**config.mk**
```make
export PLATFORM = sky130hd
export DESIGN_NAME = gyro_power_and_user_control
export DESIGN_NICKNAME = d
export VERILOG_FILES = /design/src/gyro_ctrl_pkg.sv /design/src/gyro_power_and_user_control.sv /design/src/self_clear_pulse.sv
export SDC_FILE = /design/constraint.sdc
export NUM_CORES = 1
export LEC_CHECK = 0
export BUFFER_PORTS_ARGS = -buffer_cell sky130_fd_sc_hd__buf_2
export CAP_MARGIN = 20
export CORE_ASPECT_RATIO = 2
export CORE_MARGIN = 2
export CORE_UTILIZATION = 54
export CTS_CLUSTER_SIZE = 16
export DETAILED_ROUTE_END_ITERATION = 8
export PLACE_DENSITY_LB_ADDON = 0.25
export SYNTH_ARGS = -nofsm -noshare
export SYNTH_HDL_FRONTEND = slang
export SYNTH_SLANG_ARGS = --single-unit
```
**constraint.sdc**
```tcl
create_clock -name clock -period 3.2 [get_ports clock]
set_input_delay 0 -clock clock [delete_from_list [all_inputs] [get_ports clock]]
set_output_delay 0 -clock clock [all_outputs]
set_load 0.01 [all_outputs]
```
**src/gyro_ctrl_pkg.sv**
```systemverilog
// Package with register map, field positions and reset values of the control block
`default_nettype none

package gyro_ctrl_pkg;

	// ****************************************
	// Register offsets
	// ****************************************
	localparam logic [7:0] USER_CONTROL_ADDR = 8'h6A;
	localparam logic [7:0] POWER_CONTROL_ONE_ADDR = 8'h6B;
	localparam logic [7:0] POWER_CONTROL_TWO_ADDR = 8'h6C;

	// ****************************************
	// User control fields
	// ****************************************
	localparam int SIGNAL_PATH_CLEAR_BIT = 0;
	localparam int FIFO_FLUSH_BIT = 2;
	localparam int SERIAL_PORT_SELECT_BIT = 4;
	localparam int FIFO_MASTER_ENABLE_BIT = 6;

	// ****************************************
	// Power control one fields
	// ****************************************
	localparam int CLOCK_SOURCE_CHOICE_LSB = 0;
	localparam int CLOCK_SOURCE_CHOICE_WIDTH = 3;
	localparam int THERMAL_SENSOR_OFF_BIT = 3;
	localparam int SLEEP_BIT = 6;
	localparam int WHOLE_CHIP_RESET_BIT = 7;

	// ****************************************
	// Power control two fields
	// ****************************************
	localparam int Z_RATE_AXIS_STANDBY_BIT = 0;
	localparam int Y_RATE_AXIS_STANDBY_BIT = 1;
	localparam int X_RATE_AXIS_STANDBY_BIT = 2;
	localparam int AXIS_COUNT = 3;

	// ****************************************
	// Clock source codes and reset values
	// ****************************************
	localparam logic [2:0] CLOCK_CODE_OSC_LOW = 3'h0;
	localparam logic [2:0] CLOCK_CODE_PLL_FIRST = 3'h1;
	localparam logic [2:0] CLOCK_CODE_PLL_LAST = 3'h5;
	localparam logic [2:0] CLOCK_CODE_OSC_HIGH = 3'h6;
	localparam logic [2:0] CLOCK_CODE_RESERVED = 3'h7;
	localparam logic [2:0] CLOCK_SOURCE_CHOICE_RESET = 3'h1;
	localparam logic USE_PLL_RESET = 1'b1;
	localparam logic [AXIS_COUNT-1:0] STANDBY_RESET = 3'h0;
	localparam logic [7:0] READ_IDLE_VALUE = 8'h00;

endpackage

`default_nettype wire

```
**src/gyro_power_and_user_control.sv**
```systemverilog
// Control registers for FIFO, host port, reset, sleep, clock source and axis standby
`default_nettype none

// Behaviour
// - Port select one switches host to SPI
// - Reset bits act, then clear themselves
// - Master enable low blocks FIFO reads only
// - FIFO kept unless flushed or chip reset
// - Flush bit empties FIFO, then self-clears
// - Signal path clear resets paths and outputs
// - Whole chip reset restores defaults, self-clears
// - Sleep bit one enters low-power sleep
// - Thermal bit one switches temperature sensor off
// - Codes 0,6 oscillator; 1-5 PLL; 7 reserved
// - PLL is the source after power-up
// - Oscillator source runs with gyros all off
// - Per-axis standby bit idles that axis
// - All standby on PLL stops device clock
// - One active axis keeps drive and PLL
// - User control bits 7,5,3,1 are dead
module gyro_power_and_user_control (
	input wire logic clock,
	input wire logic arst_n,
	input wire logic clock_enable,
	input wire logic reg_write,
	input wire logic reg_read,
	input wire logic [7:0] reg_address,
	input wire logic [7:0] reg_write_data,
	output var logic [7:0] reg_read_data,
	output var logic reg_read_valid,
	output var logic fifo_read_allow,
	output var logic fifo_clear,
	output var logic signal_path_clear_pulse,
	output var logic whole_chip_reset_pulse,
	output var logic serial_port_select,
	output var logic sleep_mode,
	output var logic thermal_sensor_off,
	output var logic use_pll_clock,
	output var logic x_rate_axis_standby,
	output var logic y_rate_axis_standby,
	output var logic z_rate_axis_standby,
	output var logic gyro_drive_on,
	output var logic clock_halted
);

	// ****************************************
	// State
	// ****************************************
	typedef struct packed {
		logic fifo_master_enable;
		logic serial_port_select;
		logic sleep_mode;
		logic thermal_sensor_off;
		logic [2:0] clock_source_choice;
		logic use_pll;
		logic [gyro_ctrl_pkg::AXIS_COUNT-1:0] standby_bits;
		logic [gyro_ctrl_pkg::AXIS_COUNT-1:0] axis_off;
		logic halted;
		logic drive_on;
		logic fifo_clear;
		logic [7:0] read_data;
		logic read_valid;
	} state_t;

	state_t state;
	state_t next_state;

	logic accept;
	logic write_user;
	logic write_power_one;
	logic write_power_two;
	logic fifo_flush_pulse;
	logic path_pulse;
	logic chip_pulse;
	logic [7:0] user_view;
	logic [7:0] power_one_view;
	logic [7:0] power_two_view;
	logic [2:0] new_code;
	logic [gyro_ctrl_pkg::AXIS_COUNT-1:0] new_standby;

	// A hung device ignores the host until arst_n resets it
	assign accept = clock_enable && !state.halted;
	assign write_user = accept && reg_write && reg_address == gyro_ctrl_pkg::USER_CONTROL_ADDR;
	assign write_power_one = accept && reg_write
		&& reg_address == gyro_ctrl_pkg::POWER_CONTROL_ONE_ADDR;
	assign write_power_two = accept && reg_write
		&& reg_address == gyro_ctrl_pkg::POWER_CONTROL_TWO_ADDR;
	assign new_code = reg_write_data[gyro_ctrl_pkg::CLOCK_SOURCE_CHOICE_LSB
		+: gyro_ctrl_pkg::CLOCK_SOURCE_CHOICE_WIDTH];
	assign new_standby = {reg_write_data[gyro_ctrl_pkg::X_RATE_AXIS_STANDBY_BIT],
		reg_write_data[gyro_ctrl_pkg::Y_RATE_AXIS_STANDBY_BIT],
		reg_write_data[gyro_ctrl_pkg::Z_RATE_AXIS_STANDBY_BIT]};

	// ****************************************
	// Self-clearing reset bits
	// ****************************************
	self_clear_pulse u_fifo_flush (
		.clock(clock),
		.arst_n(arst_n),
		.clock_enable(accept),
		.fire(write_user && reg_write_data[gyro_ctrl_pkg::FIFO_FLUSH_BIT]),
		.pulse(fifo_flush_pulse)
	);

	self_clear_pulse u_path_clear (
		.clock(clock),
		.arst_n(arst_n),
		.clock_enable(accept),
		.fire(write_user && reg_write_data[gyro_ctrl_pkg::SIGNAL_PATH_CLEAR_BIT]),
		.pulse(path_pulse)
	);

	self_clear_pulse u_chip_reset (
		.clock(clock),
		.arst_n(arst_n),
		.clock_enable(accept),
		.fire(write_power_one && reg_write_data[gyro_ctrl_pkg::WHOLE_CHIP_RESET_BIT]),
		.pulse(chip_pulse)
	);

	// ****************************************
	// Read views
	// ****************************************
	always_comb begin
		user_view = 8'h00;
		user_view[gyro_ctrl_pkg::FIFO_MASTER_ENABLE_BIT] = state.fifo_master_enable;
		user_view[gyro_ctrl_pkg::SERIAL_PORT_SELECT_BIT] = state.serial_port_select;
		user_view[gyro_ctrl_pkg::FIFO_FLUSH_BIT] = fifo_flush_pulse;
		user_view[gyro_ctrl_pkg::SIGNAL_PATH_CLEAR_BIT] = path_pulse;
		power_one_view = 8'h00;
		power_one_view[gyro_ctrl_pkg::WHOLE_CHIP_RESET_BIT] = chip_pulse;
		power_one_view[gyro_ctrl_pkg::SLEEP_BIT] = state.sleep_mode;
		power_one_view[gyro_ctrl_pkg::THERMAL_SENSOR_OFF_BIT] = state.thermal_sensor_off;
		power_one_view[gyro_ctrl_pkg::CLOCK_SOURCE_CHOICE_LSB
			+: gyro_ctrl_pkg::CLOCK_SOURCE_CHOICE_WIDTH] = state.clock_source_choice;
		power_two_view = 8'h00;
		power_two_view[gyro_ctrl_pkg::X_RATE_AXIS_STANDBY_BIT] = state.standby_bits[2];
		power_two_view[gyro_ctrl_pkg::Y_RATE_AXIS_STANDBY_BIT] = state.standby_bits[1];
		power_two_view[gyro_ctrl_pkg::Z_RATE_AXIS_STANDBY_BIT] = state.standby_bits[0];
	end

	// ****************************************
	// Next state
	// ****************************************
	always_comb begin
		next_state = state;
		next_state.read_valid = accept && reg_read;
		// Chip reset also empties the FIFO, master enable alone never does
		next_state.fifo_clear = fifo_flush_pulse || chip_pulse;
		if (accept && reg_read) begin
			case (reg_address)
				gyro_ctrl_pkg::USER_CONTROL_ADDR: next_state.read_data = user_view;
				gyro_ctrl_pkg::POWER_CONTROL_ONE_ADDR: next_state.read_data = power_one_view;
				gyro_ctrl_pkg::POWER_CONTROL_TWO_ADDR: next_state.read_data = power_two_view;
				default: next_state.read_data = gyro_ctrl_pkg::READ_IDLE_VALUE;
			endcase
		end
		if (write_user) begin
			next_state.fifo_master_enable =
				reg_write_data[gyro_ctrl_pkg::FIFO_MASTER_ENABLE_BIT];
			next_state.serial_port_select =
				reg_write_data[gyro_ctrl_pkg::SERIAL_PORT_SELECT_BIT];
		end
		if (write_power_one) begin
			next_state.sleep_mode = reg_write_data[gyro_ctrl_pkg::SLEEP_BIT];
			next_state.thermal_sensor_off =
				reg_write_data[gyro_ctrl_pkg::THERMAL_SENSOR_OFF_BIT];
			next_state.clock_source_choice = new_code;
			// Reserved code leaves the running source untouched
			if (new_code >= gyro_ctrl_pkg::CLOCK_CODE_PLL_FIRST
				&& new_code <= gyro_ctrl_pkg::CLOCK_CODE_PLL_LAST) begin
				next_state.use_pll = 1'b1;
			end else if (new_code == gyro_ctrl_pkg::CLOCK_CODE_OSC_LOW
				|| new_code == gyro_ctrl_pkg::CLOCK_CODE_OSC_HIGH) begin
				next_state.use_pll = 1'b0;
			end
		end
		if (write_power_two) begin
			next_state.standby_bits = new_standby;
			// Clearing brings axes back only from the all-standby state
			if (&state.axis_off) begin
				next_state.axis_off = new_standby;
			end else begin
				next_state.axis_off = state.axis_off | new_standby;
			end
		end
		if (chip_pulse) begin
			next_state.fifo_master_enable = 1'b0;
			next_state.serial_port_select = 1'b0;
			next_state.sleep_mode = 1'b0;
			next_state.thermal_sensor_off = 1'b0;
			next_state.clock_source_choice = gyro_ctrl_pkg::CLOCK_SOURCE_CHOICE_RESET;
			next_state.use_pll = gyro_ctrl_pkg::USE_PLL_RESET;
			next_state.standby_bits = gyro_ctrl_pkg::STANDBY_RESET;
			next_state.axis_off = gyro_ctrl_pkg::STANDBY_RESET;
		end
		// PLL loses its reference once the gyro drive stops
		if (&next_state.axis_off && next_state.use_pll) begin
			next_state.halted = 1'b1;
		end
		// Registered so the drive flag moves on the same edge as the axes
		next_state.drive_on = ~&next_state.axis_off;
	end

	always_ff @(posedge clock or negedge arst_n) begin
		if (!arst_n) begin
			state <= '0;
			state.clock_source_choice <= gyro_ctrl_pkg::CLOCK_SOURCE_CHOICE_RESET;
			state.use_pll <= gyro_ctrl_pkg::USE_PLL_RESET;
			state.standby_bits <= gyro_ctrl_pkg::STANDBY_RESET;
			state.axis_off <= gyro_ctrl_pkg::STANDBY_RESET;
			state.drive_on <= ~&gyro_ctrl_pkg::STANDBY_RESET;
			state.read_data <= gyro_ctrl_pkg::READ_IDLE_VALUE;
		end else if (clock_enable) begin
			state <= next_state;
		end
	end

	// ****************************************
	// Outputs
	// ****************************************
	assign reg_read_data = state.read_data;
	assign reg_read_valid = state.read_valid;
	assign fifo_read_allow = state.fifo_master_enable;
	assign fifo_clear = state.fifo_clear;
	assign signal_path_clear_pulse = path_pulse;
	assign whole_chip_reset_pulse = chip_pulse;
	assign serial_port_select = state.serial_port_select;
	assign sleep_mode = state.sleep_mode;
	assign thermal_sensor_off = state.thermal_sensor_off;
	assign use_pll_clock = state.use_pll;
	assign x_rate_axis_standby = state.axis_off[2];
	assign y_rate_axis_standby = state.axis_off[1];
	assign z_rate_axis_standby = state.axis_off[0];
	assign gyro_drive_on = state.drive_on;
	assign clock_halted = state.halted;
endmodule

`default_nettype wire

```
**src/self_clear_pulse.sv**
```systemverilog
// One-shot pulse generator behind a self-clearing control bit
`default_nettype none

module self_clear_pulse (
	input wire logic clock,
	input wire logic arst_n,
	input wire logic clock_enable,
	input wire logic fire,
	output var logic pulse
);

	typedef struct packed {
		logic pulse;
	} state_t;

	state_t state;
	state_t next_state;

	// Pulse lasts exactly one enabled cycle, then the bit reads as zero
	always_comb begin
		next_state = state;
		next_state.pulse = fire;
	end

	always_ff @(posedge clock or negedge arst_n) begin
		if (!arst_n) begin
			state <= '0;
		end else if (clock_enable) begin
			state <= next_state;
		end
	end

	assign pulse = state.pulse;

endmodule

`default_nettype wire

```
==> flow_summary.yaml, run 1 <==
route:
  drt-pass1-iter-count: 4
  finalWirelength_um: 3080
  ant_nets: 0
  num_vias: 1147
  drt-initial-drc-count: 14
  viasPerCell: 5.91
  avgRoutedWirePerCell_um: 15.9
  drc: 0
finish:
  antenna_cells: 0
  mostFrequentLayoutCells: "40 x buf_2, 25 x dfrtp_1, 11 x mux2i_1, 11 x nand2_1"
  multi_input_area_sq_um: 647
  final_nets: 188
  drive_above_1_share_pct: 33.7
  fillers: 210
  utilization_pct: 66.5
  seqCellArea_sq_um: 704
  mostFrequentLayoutCell: "buf_2"
  syn_to_final_growth_pct: 18.1
floorplan:
  start_util_pct: 56.3
  core-area_sq_mm: 0.00250
  io-pin-count: 43
  die_h_um: 76.3
  fp.dieW_um: 40.2
  num_rows: 26
  dieArea_sq_mm: 0.00306
power_and_ir_drop:
  cellPowerDensity_mw_per_mm2: 375
  irDropWorstVdd_mv: 0.381
  p_leak_uw: 0.000836
worst_setup_path:
  criticalPathCategory: "register to register"
  end_kind: "register"
  critPathLaunchType: "register"
  path_max_fanout: 8
  arrival_ns: 2.11
  rrSetupSlack_ns: 1.26
  crit_required_ns: 3.37
place:
  place_congestion: 0.801
  dp.final_hpwl_um: 2370
  numPortBuffers: 40
synth:
  yosysWarnings: 0
  synth_seq_cells: 28
  syn_area_sq_mm: 0.00141
  syn-mean-instance-area_sq_um: 11.1
  synth.net_count: 148
  yosysSeqAreaShare_pct: 49.9
  synth_cell_types: 37
  synthCells: 127
status:
  outcome: "finished, final reports clean"
clock_tree:
  cts.sinks: 28
  clock_latency_ns: 0.27
  post_cts_buffers: 0
  cts_buffer_depth: 2
  ctsResizeCount: 0
  ctsRootBufferMaster: "clkbuf_8"
  tritoncts: "built"
  cts_made_buffers: 3
  htreeDepth: 1
  clk_pin_slew_worst_paths_ns: 0.09
global_routing:
  grt_max_degree: 29
  grt_pass1_vias: 1106
  overflow: 0
  grt_use_total_pct: 23.3
  antenna_found_initial: 0
  grt_pass1_wl_um: 5080
flow_run:
  max_cap_viol_count: 0
sta:
  period_needed_ns: 1.94
  rsz0062_at_grt: "false"
  finalSetupViolations: 0
  setup_tns_ns: 0
  fin_crit_sh_pct: 60.5
  finalHoldViolCount: 0
  max_freq_mhz: 517
  slew_headroom_pct: 53.7
  skew_ns: 0.00344
  worstMarginPinSlew_ns: 0.694
  final_max_slew_viol_count: 0
worst_hold_path:
  hp-class: "primary input to register"
[layer usage]
metal / part of all wire [%] / track usage (%)
met5: 0 / 0
met4: 1.3 / 10.0
met2: 56 / 38.7
met1: 38 / 28.6
met3: 4.8 / 1.75
[stage by stage]
stage / hold slack, ns / cell area [sq um] / worst slack (ns) / power (uW) / instances
4_1_cts: 0.0120 / 1670 / 1.27 / 633 / 194
5_1_grt: 0.0155 / 1670 / 1.16 / 657 / 194
2_1_floorplan: -0.296 / 1410 / 1.45 / 405 / 127
6_report: 0.0151 / 1670 / 1.26 / 626 / 194
3_5_place_dp: 0.0460 / 1600 / 1.29 / 438 / 188
3_3_place_gp: 0.0385 / 1600 / 1.32 / 436 / 188
[synthesized netlist by cell type]
cell type  number  area (sq um)
o41ai_1         1          8.76
and3b_1         1          8.76
inv_1           4          15.0
a21oi_1         3          15.0
and4_1          1          8.76
o21ai_0         3          15.0
and4bb_2        1          12.5
nand2_1        11          41.3
nand3_1         4          20.0
dfrtp_1        25           626
xor2_1          1          8.76
and3_1          1          6.26
a22oi_1         2          15.0
nand4_4         1          21.3
or2_2           1          6.26
nor3b_1         2          15.0
mux2i_1        11           110
mux2_2          1          11.3
a41oi_1         1          8.76
a22o_2          2          20.0
clkbuf_1        4          15.0
nand4_2         1          12.5
conb_1          1          3.75
and3b_2         1          10.0
a22o_1          8          70.1
nand4_1         1          6.26
a21o_1          3          22.5
o31ai_1         1          7.51
buf_6           2          22.5
buf_4           1          7.51
o2bb2ai_1       9          78.8
or2b_1          1          7.51
a32o_2          1          11.3
nor2_1          9          33.8
dfstp_2         3          78.8
a41o_2          1          11.3
nor2b_1         3          18.8
[report_power, final]
group          internal (uW)  switching (uW)
clock                   89.2             104
sequential               361            4.86
combinational           27.4            38.5
total                    478             147
[flip-flops by register name, indices dropped and copies added, names as in the netlist]
register / cells
u_fifo_flush.pulse: 1
u_chip_reset.pulse: 1
thermal_sensor_off: 1
sleep_mode: 1
reg_read_valid: 1
power_one_view: 3
y_rate_axis_standby: 1
z_rate_axis_standby: 1
use_pll_clock: 1
power_two_view: 3
x_rate_axis_standby: 1
fifo_read_allow: 1
fifo_clear: 1
u_path_clear.pulse: 1
reg_read_data: 7
clock_halted: 1
serial_port_select: 1
gyro_drive_on: 1
[final timing paths]
kind                            depth (start not counted)            endpoint              from
worst max register to register                          5        clock_halted      clock_halted
worst min register to register                          2    reg_read_data[7]  reg_read_data[7]
min in group asynchronous                               2  u_chip_reset.pulse            arst_n
max in group asynchronous                               2      reg_read_valid            arst_n
worst min-delay path                                    2          fifo_clear      clock_enable
worst max-delay path                                    5        clock_halted      clock_halted
[cell type report]
type                       count  area share (%)
clock buffer                   4            2.70
inverter                       4           0.901
multi-input combinational     88            38.8
sequential                    28            42.3
tap                           28            2.10
timing repair buffer          42            13.2
[repair_timing]
action	in CTS	in global routing
hold endpoints to repair	26	0
hold buffers	2	0
setup endpoints to repair	0	0
[critical path, stage by stage (launching register included)]
cell and delay [ns]:
dfrtp_1 0.41, and3b_2 0.27, nand4_2 0.31, o41ai_1 0.48, a21oi_1 0.13, a41o_2 0.23
[cell families (layout without fill, tap and decap cells)]
| kind of cell | after synthesis | in the layout | synth area share [%] |
|---|---|---|---|
| xor+xnor | 1 | 1 | 0.621 |
| mux | 12 | 12 | 8.60 |
| simple gates | 39 | 39 | 16.2 |
| buf+inv | 11 | 50 | 4.25 |
| other cells | 1 | 1 | 0.266 |
| compound gates | 35 | 35 | 20.1 |
| flops | 28 | 28 | 49.9 |
No activity file was read; power rests on OpenSTA's default activity.
==> inputs of run 2 (changes only) <==
--- a/config.mk
+++ b/config.mk
@@ -9,7 +9,7 @@
 export CAP_MARGIN = 20
 export CORE_ASPECT_RATIO = 2
 export CORE_MARGIN = 2
-export CORE_UTILIZATION = 54
+export CORE_UTILIZATION = 50
 export CTS_CLUSTER_SIZE = 16
 export DETAILED_ROUTE_END_ITERATION = 8
 export PLACE_DENSITY_LB_ADDON = 0.25
==> constraint.sdc (replaced) <==
create_clock -name clock -period 1.8 [get_ports clock]
set_input_delay 0 -clock clock [delete_from_list [all_inputs] [get_ports clock]]
set_output_delay 0 -clock clock [all_outputs]
set_load 0.01 [all_outputs]
==> run 2 against run 1 <==
Non-clock buffer count is 6 higher. Setup slack worse by 1.2 ns. Worst hold slack better by 0.0081 ns. First-iteration DRC count is 29% higher. Highest routed layer unchanged. Cell count is 3.6% higher. Count of clock-buffer cells in the layout is 1 lower. Routed wire length is 7.1% higher. Final area is 4.4% higher. Fmax is 14% higher.
==> flow_summary.yaml, run 2 (synthesis gave the netlist of run 1 again) <==
route:
  drt-initial-drc-count: 18
  avgRoutedWirePerCell_um: 16.4
  drt-pass1-iter-count: 4
  drc: 0
  finalWirelength_um: 3300
  viasPerCell: 5.91
  ant_nets: 0
  num_vias: 1188
place:
  dpl.cell_count: 195
  place_congestion: 0.833
  numPortBuffers: 40
  place_area_sq_mm: 0.00165
  dp.final_hpwl_um: 2570
global_routing:
  grt_use_total_pct: 20.8
  overflow: 0
  grt_pass1_wl_um: 5340
  antenna_found_initial: 0
  grt_max_degree: 29
  grt_pass1_vias: 1157
power_and_ir_drop:
  cellPowerDensity_mw_per_mm2: 726
  seq_power_share_pct: 51.6
  p_leak_uw: 0.000880
  irDropWorstVdd_mv: 0.671
  power.switching_uw: 272
  total_power_uw: 1260
  internal-power_uw: 991
  switching_share_pct: 21.6
  clkPwrFrac_pct: 39.0
  combPwrFrac_pct: 9.4
worst_setup_path:
  critPathLaunchType: "register"
  cp_num_buf_inv: 0
  end_kind: "register"
  crit_path_cell_trace: "and3b_2 -> and4_2 -> nand4_4 -> a32o_2 -> mux2_2"
  critical-path-top-delay-family: "simple AND/OR/NAND/NOR gates"
  path_depth: 5
  reg2reg_depth: 5
  path_max_fanout: 5
  slowest_stage: "dfrtp_1"
  cpPeakStageDelay_ns: 0.38
  criticalPathCategory: "register to register"
  arrival_ns: 1.87
  crit_required_ns: 1.97
clock_tree:
  tritoncts: "built"
  htreeDepth: 1
  ctsRootBufferMaster: "clkbuf_8"
  post_cts_buffers: 0
  cts.sinks: 28
  cts_buffer_depth: 2
  clk_pin_slew_worst_paths_ns: 0.10
  cts_made_buffers: 3
  clock_latency_ns: 0.27
floorplan:
  core-area_sq_mm: 0.00274
  die_h_um: 79.1
  fp.dieW_um: 41.6
  dieArea_sq_mm: 0.00329
  num_rows: 27
  io-pin-count: 43
  start_util_pct: 51.6
finish:
  antenna_cells: 0
  largest_reg_flops: 7
  postLayoutCellArea_sq_mm: 0.00174
  final_nets: 194
  utilization_pct: 63.6
  drive_above_1_share_pct: 37.2
  mostFrequentLayoutCells: "40 x buf_2, 25 x dfrtp_1, 11 x mux2i_1, 11 x nand2_1"
  syn_to_final_growth_pct: 23.3
  mostFrequentLayoutCell: "buf_2"
  fin_cells: 201
sta:
  period_needed_ns: 1.71
  skew_ns: 0.00362
  worstMarginPinSlew_ns: 0.609
  setup_tns_ns: 0
  finalHoldViolCount: 0
  slew_headroom_pct: 59.4
  final_max_slew_viol_count: 0
  max_freq_mhz: 586
  finalSetupViolations: 0
  rsz0062_at_grt: "false"
  fin_crit_sh_pct: 94.7
worst_hold_path:
  worstHoldPathCells: 2
  hp-class: "primary input to register"
status:
  outcome: "finished, final reports clean"
flow_run:
  max_cap_viol_count: 0
## run 2: cell types whose count changed in the layout (fill, tap and decap cells not counted)
cell	before	now
buf_4	0	6
and4_1	1	0
and4_2	0	1
bufinv_16	0	1
clkbuf_1	1	0
## run 2: worst paths after layout
check                                            to  slack, ns         startpoint
worst max-delay path            x_rate_axis_standby       0.09       clock_halted
worst min-delay path             u_path_clear.pulse       0.02  reg_write_data[0]
worst max register to register  x_rate_axis_standby       0.09       clock_halted
worst min register to register     reg_read_data[3]       0.47   reg_read_data[3]
max in group asynchronous              clock_halted       1.14             arst_n
min in group asynchronous          reg_read_data[1]       0.26             arst_n
## run 2: final cells by class
type,count,area (sq um)
Fill cell,235,996
Inverter,4,15.0
Multi-Input combinational cell,88,648
Timing Repair Buffer,48,265
Clock inverter,1,30.0
Tap cell,29,36.3
Sequential cell,28,704
Clock buffer,3,41.3
## run 2: power by group through the flow
stage	Combinational, uW	Sequential (uW)	Clock (uW)
floorplan	51.7	669	0
global placement	114	663	0
detailed placement	117	664	0
CTS	120	652	500
global route	131	653	522
finish	118	652	493
## run 2: what timing repair did
item                                    in CTS  in global routing
hold buffers                                 2                  0
resized for setup                            0                  1
endpoints found under the setup margin       0                  1
hold endpoints to repair                    26                  0
## run 2: metal layers
metal,vias to the layer above,global-route usage [%],part of all wire [%]
li1,563,-,-
met1,588,24.3,39
met2,33,38.0,57
met3,4,2.50,3.6
met4,0,7.74,1.2
met5,-,0,0
## run 2: stage by stage
step	worst slack, ns	hold WS [ns]
floorplan	0.0540	-0.296
global placement	0.103	0.0390
detailed placement	0.0684	0.0477
CTS	0.0597	0.0146
global route	0.0393	0.0295
finish	0.0947	0.0232
==> inputs of run 3 (changes only) <==
--- a/config.mk
+++ b/config.mk
@@ -7,9 +7,11 @@
 export LEC_CHECK = 0
 export BUFFER_PORTS_ARGS = -buffer_cell sky130_fd_sc_hd__buf_2
 export CAP_MARGIN = 20
+export CELL_PAD_IN_SITES_DETAIL_PLACEMENT = 0
+export CELL_PAD_IN_SITES_GLOBAL_PLACEMENT = 1
 export CORE_ASPECT_RATIO = 2
 export CORE_MARGIN = 2
-export CORE_UTILIZATION = 50
+export CORE_UTILIZATION = 38
 export CTS_CLUSTER_SIZE = 16
 export DETAILED_ROUTE_END_ITERATION = 8
 export PLACE_DENSITY_LB_ADDON = 0.25
==> run 3 against run 2 <==
Utilization is 14 points lower. Clock power hardly changed. Register-to-register slack hardly changed. Sequential share of layout area is 0.94 points lower. Setup slack worse by 0.014 ns. Worst hold slack gained 0.0072 ns. Critical path depth did not move. Count of clock-buffer cells in the layout did not move. Sequential power is essentially flat. Largest cell class unchanged.
==> flow_summary.yaml, run 3 (synthesis gave the netlist of run 1 again) <==
worst_setup_path:
  path_max_fanout: 5
  crit_required_ns: 1.96
  timing.rr.start: "clock_halted"
  arrival_ns: 1.88
  end_kind: "register"
  criticalPathCategory: "register to register"
  crit_path_start: "clock_halted"
  critPathLaunchType: "register"
sta:
  finalHoldViolCount: 0
  whs_ns: 0.0304
  final_max_slew_viol_count: 0
  worstMarginPinSlew_ns: 0.627
  finalSetupViolations: 0
  rsz0062_at_grt: "false"
  setup_tns_ns: 0
  period_needed_ns: 1.72
  fin_crit_sh_pct: 95.5
  max_freq_mhz: 581
  skew_ns: 0.00194
  slew_headroom_pct: 58.2
route:
  num_vias: 1160
  viasPerCell: 5.20
  drt-initial-drc-count: 26
  ant_nets: 0
  drc: 0
  drt-pass1-iter-count: 4
  avgRoutedWirePerCell_um: 15.6
  finalWirelength_um: 3480
power_and_ir_drop:
  combPwrFrac_pct: 9.7
  clkPwrFrac_pct: 38.8
  cellPowerDensity_mw_per_mm2: 710
  irDropWorstVdd_mv: 0.491
  power.switching_uw: 273
  p_leak_uw: 0.000891
  total_power_uw: 1260
  internal-power_uw: 992
  switching_share_pct: 21.5
  seq_power_share_pct: 51.5
floorplan:
  start_util_pct: 39.1
  core-area_sq_mm: 0.00361
  num_rows: 31
  dieArea_sq_mm: 0.00425
  die_h_um: 90.2
  io-pin-count: 43
  fp.dieW_um: 47.1
place:
  place_area_sq_mm: 0.00169
  place_congestion: 0.803
  numPortBuffers: 40
  dp.final_hpwl_um: 2750
  dpl.cell_count: 217
finish:
  fillers: 372
  mostFrequentLayoutCell: "buf_2"
  antenna_cells: 0
  drive_above_1_share_pct: 37.9
  final_nets: 196
  mostFrequentLayoutCells: "40 x buf_2, 25 x dfrtp_1, 11 x mux2i_1, 11 x nand2_1"
  largest_reg_flops: 7
  syn_to_final_growth_pct: 26.2
  fin_cells: 223
  postLayoutCellArea_sq_mm: 0.00178
clock_tree:
  cts_made_buffers: 3
  clock_latency_ns: 0.27
  post_cts_buffers: 0
  cts_buffer_depth: 2
  clk_pin_slew_worst_paths_ns: 0.09
  tritoncts: "built"
  ctsRootBufferMaster: "clkbuf_8"
  cts.sinks: 28
  htreeDepth: 1
flow_run:
  max_cap_viol_count: 0
global_routing:
  antenna_found_initial: 0
  grt_use_total_pct: 17.6
  grt_pass1_wl_um: 5490
  overflow: 0
  grt_pass1_vias: 1155
  grt_max_degree: 29
status:
  outcome: "finished, final reports clean"
worst_hold_path:
  hp-class: "primary input to register"
  hp-start: "reg_write_data[0]"
run 3: final cells by class:
| cell class | instances | area [sq um] | share of cell area (%) |
|---|---|---|---|
| repair buffers | 50 | 280 | 15.7 |
| multi-input cells | 88 | 649 | 36.4 |
| flip-flops and latches | 28 | 704 | 39.5 |
| inverters | 4 | 15.0 | 0.843 |
| clock buffers | 3 | 41.3 | 2.32 |
| well taps | 49 | 61.3 | 3.44 |
| clock inverters | 1 | 30.0 | 1.69 |
run 3: power by group through the flow:
| stage | clock [uW] | sequential (uW) | combinational [uW] |
|---|---|---|---|
| after global placement | 0 | 663 | 119 |
| after detailed placement | 0 | 664 | 121 |
| after global routing | 537 | 654 | 135 |
| after CTS | 505 | 652 | 125 |
| after floorplan | 0 | 669 | 51.7 |
| final | 491 | 652 | 123 |
run 3: path summary, 6_finish.rpt:
check	end	depth (start not counted)	slack, ns
setup / recovery	x_rate_axis_standby	5	0.08
hold / removal	u_path_clear.pulse	2	0.03
setup reg to reg	x_rate_axis_standby	5	0.08
hold reg to reg	reg_read_data[3]	2	0.48
max in group asynchronous	reg_read_data[4]	2	1.12
min in group asynchronous	reg_read_data[2]	2	0.27
run 3: worst max-delay path: stages (launching register included):
cell and delay, ns:
dfrtp_1 0.39, and3b_2 0.26, and4_4 0.28, nand4_4 0.11, a32o_2 0.30, mux2_2 0.27
run 3: per-stage QoR:
| stage | setup slack (ns) | util, % |
|---|---|---|
| 2_1_floorplan | 0.0540 | - |
| 3_5_place_dp | 0.00939 | 46.8 |
| 6_report | 0.0803 | 49.4 |
| 4_1_cts | 0.0376 | 49.4 |
| 3_3_place_gp | 0.0977 | 46.8 |
| 5_1_grt | 0.0444 | 49.4 |
run 3: timing repair:
| item | CTS | global route |
|---|---|---|
| endpoints found under the setup margin | 1 | 1 |
| hold buffers | 2 | 0 |
| gates resized for setup | 1 | 1 |
| endpoints found under the hold margin | 26 | 0 |
run 3: routing by layer:
layer	up-vias	wire length [um]	GRT usage, %
li1	561	-	-
met1	565	1400	21.3
met2	30	1920	30.3
met3	4	121	1.81
met4	0	36	6.25
met5	-	0	0
